[src/common/rtci_pkg.sv]
// constants and types of the two-wire target port of the clock module
// assumes one 10 MHz clock domain; the register bank itself sits outside the port
`default_nettype none

package rtci_pkg;
    localparam logic [6:0] DEV_ADDR = 7'h68;
    localparam int PTR_W = 4;
    localparam int DATA_W = 8;
    localparam int FIFO_DEPTH = 8;
    localparam logic [3:0] PTR_RST = 4'h0;
    localparam logic [2:0] BIT_LAST = 3'h7;
    localparam logic [2:0] BIT_FIRST = 3'h0;

    typedef enum logic [3:0] {
        S_IDLE,
        S_ADDR,
        S_PTR,
        S_WDATA,
        S_ACK,
        S_RDATA,
        S_RACK,
        S_IGNORE
    } rtci_state_t;

    typedef struct packed {
        logic [PTR_W-1:0] addr;
        logic [DATA_W-1:0] data;
    } rtci_wr_t;
endpackage

`default_nettype wire

[src/core/rtci_fifo.sv]
// small synchronous FIFO with valid/ready on both sides
// assumes both sides on clk_i; ce_i low freezes all state
`default_nettype none

module rtci_fifo #(
    parameter int W = 12,
    parameter int D = 8
) (
    // clock, reset, enable
    input wire logic clk_i,
    input wire logic rst_i,
    input wire logic ce_i,
    // fill side
    input wire logic in_valid_i,
    output logic in_ready_o,
    input wire logic [W-1:0] in_data_i,
    // drain side
    output logic out_valid_o,
    input wire logic out_ready_i,
    output logic [W-1:0] out_data_o
);
    localparam int AW = $clog2(D);

    logic [W-1:0] mem_ff [D];
    logic [AW-1:0] wp_ff, nxt_wp, rp_ff, nxt_rp;
    logic [AW:0] cnt_ff, nxt_cnt;
    logic push, pop;

    assign in_ready_o = (cnt_ff != (AW+1)'(D));
    assign out_valid_o = (cnt_ff != '0);
    assign out_data_o = mem_ff[rp_ff];

    always_comb begin
        push = in_valid_i && in_ready_o;
        pop = out_valid_o && out_ready_i;
        nxt_wp = push ? ((wp_ff == AW'(D - 1)) ? '0 : wp_ff + 1'b1) : wp_ff;
        nxt_rp = pop ? ((rp_ff == AW'(D - 1)) ? '0 : rp_ff + 1'b1) : rp_ff;
        nxt_cnt = cnt_ff + (AW+1)'(push) - (AW+1)'(pop);
    end

    always_ff @(posedge clk_i) begin
        if (rst_i) begin
            wp_ff <= '0;
            rp_ff <= '0;
            cnt_ff <= '0;
        end else if (ce_i) begin
            wp_ff <= nxt_wp;
            rp_ff <= nxt_rp;
            cnt_ff <= nxt_cnt;
            if (push) begin
                mem_ff[wp_ff] <= in_data_i;
            end
        end
    end
endmodule

`default_nettype wire

[src/core/rtci_slave.sv]
// two-wire target port: start/stop detection, addressing, pointer, byte moves
// assumes scl/sda arrive unsynchronised from pins; register bank on clk_i
`default_nettype none

module rtci_slave (
    // clock, reset, enable
    input wire logic clk_i,
    input wire logic rst_i,
    input wire logic ce_i,
    // two-wire bus pins
    input wire logic scl_i,
    input wire logic sda_i,
    output logic sda_o,
    output logic sda_oe_o,
    // register write stream
    output rtci_pkg::rtci_wr_t wr_o,
    output logic wr_valid_o,
    input wire logic wr_ready_i,
    // register read port
    output logic [3:0] rd_addr_o,
    output logic rd_strobe_o,
    input wire logic [7:0] rd_data_i,
    // status
    output logic busy_o
);
    function automatic logic [3:0] inc_ptr(input logic [3:0] p);
        inc_ptr = p + 4'h1;
    endfunction

    // pin synchronisers and edge history
    logic scl_m_ff, scl_s_ff, scl_d_ff, sda_m_ff, sda_s_ff, sda_d_ff;
    logic nxt_scl_m, nxt_scl_s, nxt_scl_d, nxt_sda_m, nxt_sda_s, nxt_sda_d;
    logic scl_rise, scl_fall, start_det, stop_det;

    always_comb begin
        nxt_scl_m = scl_i;
        nxt_scl_s = scl_m_ff;
        nxt_scl_d = scl_s_ff;
        nxt_sda_m = sda_i;
        nxt_sda_s = sda_m_ff;
        nxt_sda_d = sda_s_ff;
    end

    always_ff @(posedge clk_i) begin
        if (rst_i) begin
            scl_m_ff <= 1'b1;
            scl_s_ff <= 1'b1;
            scl_d_ff <= 1'b1;
            sda_m_ff <= 1'b1;
            sda_s_ff <= 1'b1;
            sda_d_ff <= 1'b1;
        end else if (ce_i) begin
            scl_m_ff <= nxt_scl_m;
            scl_s_ff <= nxt_scl_s;
            scl_d_ff <= nxt_scl_d;
            sda_m_ff <= nxt_sda_m;
            sda_s_ff <= nxt_sda_s;
            sda_d_ff <= nxt_sda_d;
        end
    end

    assign scl_rise = scl_s_ff && !scl_d_ff;
    assign scl_fall = !scl_s_ff && scl_d_ff;
    // both samples high keeps a data change near the clock edge from posing as start
    assign start_det = scl_s_ff && scl_d_ff && sda_d_ff && !sda_s_ff;
    assign stop_det = scl_s_ff && scl_d_ff && !sda_d_ff && sda_s_ff;

    // protocol state
    rtci_pkg::rtci_state_t state_ff, nxt_state, ret_ff, nxt_ret;
    logic [2:0] cnt_ff, nxt_cnt;
    logic [7:0] shift_ff, nxt_shift;
    logic full_ff, nxt_full;
    logic [3:0] ptr_ff, nxt_ptr;
    logic ack_ff, nxt_ack;
    logic oe_ff, nxt_oe;
    logic strobe_ff, nxt_strobe;
    logic push_valid, push_ready;
    rtci_pkg::rtci_wr_t push_data;

    always_comb begin
        nxt_state = state_ff;
        nxt_ret = ret_ff;
        nxt_cnt = cnt_ff;
        nxt_shift = shift_ff;
        nxt_full = full_ff;
        nxt_ptr = ptr_ff;
        nxt_ack = ack_ff;
        nxt_oe = oe_ff;
        nxt_strobe = 1'b0;
        push_valid = 1'b0;
        push_data = '{addr: ptr_ff, data: shift_ff};
        if (start_det) begin
            // a start always restarts addressing, ending any write in flight
            nxt_state = rtci_pkg::S_ADDR;
            nxt_cnt = rtci_pkg::BIT_FIRST;
            nxt_full = 1'b0;
            nxt_oe = 1'b0;
        end else if (stop_det) begin
            nxt_state = rtci_pkg::S_IDLE;
            nxt_full = 1'b0;
            nxt_oe = 1'b0;
        end else begin
            case (state_ff)
                rtci_pkg::S_ADDR, rtci_pkg::S_PTR, rtci_pkg::S_WDATA: begin
                    if (scl_rise && !full_ff) begin
                        nxt_shift = {shift_ff[6:0], sda_s_ff};
                        nxt_cnt = cnt_ff + 3'h1;
                        nxt_full = (cnt_ff == rtci_pkg::BIT_LAST);
                    end else if (scl_fall && full_ff) begin
                        nxt_full = 1'b0;
                        nxt_state = rtci_pkg::S_ACK;
                        nxt_ack = 1'b1;
                        case (state_ff)
                            rtci_pkg::S_ADDR: begin
                                if (shift_ff[7:1] == rtci_pkg::DEV_ADDR) begin
                                    nxt_ret = shift_ff[0] ? rtci_pkg::S_RDATA
                                                          : rtci_pkg::S_PTR;
                                end else begin
                                    nxt_state = rtci_pkg::S_IGNORE;
                                    nxt_ack = 1'b0;
                                end
                            end
                            rtci_pkg::S_PTR: begin
                                nxt_ptr = shift_ff[3:0];
                                nxt_ret = rtci_pkg::S_WDATA;
                            end
                            default: begin
                                // no clock stretching: a full buffer can only refuse
                                push_valid = 1'b1;
                                nxt_ret = rtci_pkg::S_WDATA;
                                if (push_ready) begin
                                    nxt_ptr = inc_ptr(ptr_ff);
                                end else begin
                                    nxt_ack = 1'b0;
                                end
                            end
                        endcase
                        nxt_oe = nxt_ack;
                    end
                end
                rtci_pkg::S_ACK: begin
                    if (scl_fall) begin
                        nxt_state = ret_ff;
                        nxt_cnt = rtci_pkg::BIT_FIRST;
                        nxt_oe = 1'b0;
                        if (ret_ff == rtci_pkg::S_RDATA) begin
                            nxt_shift = rd_data_i;
                            nxt_oe = !rd_data_i[7];
                            nxt_strobe = 1'b1;
                        end
                    end
                end
                rtci_pkg::S_RDATA: begin
                    if (scl_fall) begin
                        if (cnt_ff == rtci_pkg::BIT_LAST) begin
                            nxt_state = rtci_pkg::S_RACK;
                            nxt_oe = 1'b0;
                            nxt_ptr = inc_ptr(ptr_ff);
                            nxt_cnt = rtci_pkg::BIT_FIRST;
                        end else begin
                            nxt_shift = {shift_ff[6:0], 1'b0};
                            nxt_cnt = cnt_ff + 3'h1;
                            nxt_oe = !shift_ff[6];
                        end
                    end
                end
                rtci_pkg::S_RACK: begin
                    if (scl_rise) begin
                        nxt_ack = !sda_s_ff;
                    end else if (scl_fall) begin
                        if (ack_ff) begin
                            nxt_state = rtci_pkg::S_RDATA;
                            nxt_shift = rd_data_i;
                            nxt_oe = !rd_data_i[7];
                            nxt_strobe = 1'b1;
                        end else begin
                            nxt_state = rtci_pkg::S_IGNORE;
                            nxt_oe = 1'b0;
                        end
                    end
                end
                rtci_pkg::S_IGNORE: begin
                    nxt_oe = 1'b0;
                end
                default: begin
                    nxt_oe = 1'b0;
                end
            endcase
        end
    end

    always_ff @(posedge clk_i) begin
        if (rst_i) begin
            state_ff <= rtci_pkg::S_IDLE;
            ret_ff <= rtci_pkg::S_IDLE;
            cnt_ff <= rtci_pkg::BIT_FIRST;
            shift_ff <= 8'h00;
            full_ff <= 1'b0;
            ptr_ff <= rtci_pkg::PTR_RST;
            ack_ff <= 1'b0;
            oe_ff <= 1'b0;
            strobe_ff <= 1'b0;
        end else if (ce_i) begin
            state_ff <= nxt_state;
            ret_ff <= nxt_ret;
            cnt_ff <= nxt_cnt;
            shift_ff <= nxt_shift;
            full_ff <= nxt_full;
            ptr_ff <= nxt_ptr;
            ack_ff <= nxt_ack;
            oe_ff <= nxt_oe;
            strobe_ff <= nxt_strobe;
        end
    end

    // open-drain: the line is only ever pulled low, never driven high
    assign sda_o = 1'b0;
    assign sda_oe_o = oe_ff;
    assign rd_addr_o = ptr_ff;
    assign rd_strobe_o = strobe_ff;
    assign busy_o = (state_ff != rtci_pkg::S_IDLE);

    rtci_fifo #(
        .W($bits(rtci_pkg::rtci_wr_t)),
        .D(rtci_pkg::FIFO_DEPTH)
    ) u_wr_fifo (
        .clk_i(clk_i),
        .rst_i(rst_i),
        .ce_i(ce_i),
        .in_valid_i(push_valid),
        .in_ready_o(push_ready),
        .in_data_i(push_data),
        .out_valid_o(wr_valid_o),
        .out_ready_i(wr_ready_i),
        .out_data_o(wr_o)
    );
endmodule

`default_nettype wire

[config.mk]
export PLATFORM = sky130hd
export DESIGN_NAME = rtci_slave
export DESIGN_NICKNAME = d
export VERILOG_FILES = /design/src/common/rtci_pkg.sv /design/src/core/rtci_fifo.sv /design/src/core/rtci_slave.sv
export SDC_FILE = /design/constraint.sdc
export NUM_CORES = 1
export LEC_CHECK = 0
export ABC_AREA = 1
export BUFFER_PORTS_ARGS = -buffer_cell sky130_fd_sc_hd__buf_2
export CAP_MARGIN = 20
export CELL_PAD_IN_SITES_DETAIL_PLACEMENT = 1
export CELL_PAD_IN_SITES_GLOBAL_PLACEMENT = 1
export CORE_UTILIZATION = 44
export DETAILED_ROUTE_END_ITERATION = 10
export PLACE_DENSITY = 0.74
export RECOVER_POWER = 25
export SYNTH_ARGS = -nofsm -noshare
export SYNTH_HDL_FRONTEND = slang
export SYNTH_SLANG_ARGS = --single-unit
[constraint.sdc]
create_clock -name clk_i -period 5.1 [get_ports clk_i]
set_input_delay 0.51 -clock clk_i [delete_from_list [all_inputs] [get_ports clk_i]]
set_output_delay 0.51 -clock clk_i [all_outputs]
set_load 0.005 [all_outputs]
==> reports/qor.csv <==
stage;metric;value;unit
cells_and_area;Multi-input gate area;2262;um2
drt;Post-Route WL;16320;um
global_routing;initial antenna violation count;0;
cells_and_area;design area;7287;um2
yosys;top-area cell type share of the netlist area;45.35;%
placed_design;Place WS;2.110;ns
sta;final hold vios;0;
drt;number of routed nets with antenna violations;0;
worst_setup_path;CP required;4.59;ns
sta;Final period util;61.99;%
worst_hold_path;hold path startpoint;sda_i;
drt;First-pass DRT Iterations;4;
die;row count;43;
placed_design;Placed Cells;863;
die;Top Ports;35;
yosys;Area contributors post-synth;edfxtp_1, dfxtp_1, nor2_1;
sta;hold slack;0.2993;ns
sta;Setup Skew;0.007984;ns
drt;vias per inst;5.418;
clock_tree;buffer depth of the longest clock path;2;
cells_and_area;Final Non-Filler Cells;899;
clock_tree;number of buffers created by CTS;17;
clock_tree;number of buffers inserted by hold repair at cts;0;
global_routing;pin count of the biggest net entering global routing;50;
sta;Least-Margin Pin Slew;1.088;ns
yosys;top_reg_cell synth;edfxtp_1;
power_and_ir_drop;total power;3.361;mW
global_routing;total track usage;23.57;%
die;Initial Util;45.45;%
global_routing;vias in the first global route;5149;
cells_and_area;FF/Latch Area;3764;um2
placed_design;placed instance area;6623;um2
worst_setup_path;flop-to-flop setup slack;2.38;ns
die;Die Ht;122.2;um
sta;final setup TNS;0;ns
sta;final worst slack;1.938;ns
placed_design;Final GP Congestion;0.8815;
clock_tree;post-CTS setup buffer count;0;
clock_tree;CTS tree;built;
yosys;synth cell count leaders;nor2_1, nand2_1, edfxtp_1;
clock_tree;Worst-path clk slew;0.06;ns
yosys;sequential area share after synthesis;59.20;%
cells_and_area;post-route core utilization;52.09;%
global_routing;first-pass GRT wire length;26320;um
yosys;ys async rst share;0;%
power_and_ir_drop;maximum vdd drop;0.2238;mV
sta;final setup violation count;0;
worst_setup_path;r2r endpoint;u_wr_fifo.mem_ff[6][4]$_DFFE_PP_;
worst_setup_path;WS Path Type;flip-flop to output pin;
power_and_ir_drop;PD cells;461.2;nW/um2
clock_tree;Root Driver;clkbuf_16;
drt;DR DRC count;0;
drt;WL per Instance;18.16;um
sta;Rel. slew slack;27.22;%
worst_setup_path;r2r startpoint;state_ff[0]$_SDFFE_PP0P_;
cells_and_area;fillers;1615;
worst_hold_path;Hold Path Class;input pin to flip-flop;
global_routing;global route overflow;0;
worst_hold_path;Min-Delay Endpoint;nxt_sda_s$_SDFFE_PP1P_;
yosys;Netlist cell types;36;
die;Core Region;13990;um2
yosys;Seq cells post-synth;140;
drt;initial DRC count;286;
cells_and_area;share of cells above drive strength 1;12.66;%
sta;Slew Limit Fails;0;
worst_setup_path;WP data arrival;2.65;ns
worst_hold_path;WHS Path Cells;3;
cells_and_area;Synth-to-Final Area Change;14.62;%
power_and_ir_drop;leakage power;2.880;nW
die;Horiz. Die Dim;122.2;um
yosys;syn nets;705;
die;DIE AREA;14930;um2
cells_and_area;# diodes;0;
placed_design;number of port buffers;33;
clock_tree;Clk Latency, worst-skew pair;0.42;ns
yosys;Mapped Cells;677;
sta;crit path time final;3.162;ns
job;maxcap violations;0;
worst_setup_path;nature of the critical path startpoint;flip-flop;
worst_setup_path;crit-path max FO;49;
yosys;Yosys Warn Count;0;
sta;Max Clk Rate;316.3;MHz
drt;routed vias;4871;
yosys;number of synthesized flops with an enable pin;96;
worst_setup_path;endpoint type of the worst setup path;output pin;
yosys;Post-Syn Area per Cell;9.390;um2
placed_design;Final HPWL DP;11180;um
sta;RSZ-0062 raised after global routing;false;
clock_tree;H-tree depth;4;
run_status;outcome;finished, final reports clean;
cells_and_area;Layout Nets;734;
yosys;top-count cell post-synth;nor2_1;
yosys;Yosys top cell by area;edfxtp_1;
clock_tree;Resized Gates After CTS;0;
clock_tree;Num Clock Sinks;140;
yosys;synthesized area;6357;um2
worst_setup_path;FF-to-FF path depth;8;
[area by class of cell]
type	instances	share of cell area, %
clock buffer	19	6.078
sequential	140	51.65
timing repair buffer	40	3.022
inverter	49	2.524
tap	180	3.091
multi-input combinational	458	31.04
clock inverter	13	2.593
[layer usage]
| layer | vias up | track usage, % | share of wire, % | wire, um |
|---|---|---|---|---|
| li1 | 2345 | - | - | - |
| met5 | - | 0 | 0 | 0 |
| met4 | 0 | 10.52 | 2.1 | 342 |
| met1 | 2418 | 28.82 | 43 | 7082 |
| met2 | 81 | 40.34 | 51 | 8397 |
| met3 | 27 | 4.354 | 3.1 | 500 |
[cell families (layout without fill, tap and decap cells)]
| logic type | after synthesis | in the layout | share of synthesized area [%] |
|---|---|---|---|
| other | 1 | 1 | 0.05899 |
| DFF | 140 | 140 | 59.20 |
| xor gates and xnor gates | 3 | 3 | 0.4134 |
| adders and majority gates | 14 | 14 | 2.874 |
| buffers and inverters | 79 | 121 | 5.215 |
| and+or+nand+nor | 331 | 331 | 22.08 |
| AOI/OAI and AO/OA | 109 | 109 | 10.16 |
[where the power goes]
group | internal, mW | switching (mW)
Combinational | 0.184 | 0.333
Sequential | 1.36 | 0.172
Clock | 0.834 | 0.482
Total | 2.37 | 0.987
[flip-flops by register name, summed over array words and instances (netlist names), 3 cells and up, named ones only]
name,count
u_wr_fifo.cnt_ff,4
shift_ff,8
state_ff,3
u_wr_fifo.wp_ff,3
rd_addr_o,4
u_wr_fifo.rp_ff,3
u_wr_fifo.mem_ff,96
ret_ff,3
cnt_ff,3
[how the worst max path moves through the flow]
stage / startpoint / end / depth (start not counted) / slack [ns]
floorplan: u_wr_fifo.cnt_ff[2]$_SDFFE_PP0P_ / u_wr_fifo.cnt_ff[2]$_SDFFE_PP0P_ / 13 / 2.88
global placement: rst_i / u_wr_fifo.mem_ff[1][5]$_DFFE_PP_ / 4 / 2.29
detailed placement: rst_i / u_wr_fifo.mem_ff[1][2]$_DFFE_PP_ / 4 / 2.11
CTS: flip-flop / wr_o[2] / 8 / 1.91
global route: flip-flop / wr_o[7] / 8 / 1.75
finish: flip-flop / wr_o[7] / 8 / 1.94
[cells in the final DEF, fill, tap and decap left out, types with 3 or more instances in the layout]
master / count
inv_1: 43
buf_4: 6
xnor2_1: 3
dfxtp_1: 44
bufinv_16: 4
edfxtp_1: 96
nand4_1: 4
inv_2: 6
nand2_1: 133
o32ai_1: 24
buf_2: 32
nand2_2: 6
nor2_1: 148
nand3_1: 19
clkinv_4: 3
o21ai_0: 56
ha_1: 13
clkbuf_16: 17
nand3b_1: 8
a21oi_1: 23
nand3_2: 3
[worst max-delay path, cell delays in order, from the launching register on]
cell and delay, ns:
dfxtp_1 0.30, buf_4 0.27, inv_1 0.55, buf_4 0.41, nor2_1 0.07, o32ai_1 0.27
nand2_1 0.12, nand2_1 0.10, buf_2 0.11
Power figures use the tool's default switching activity.
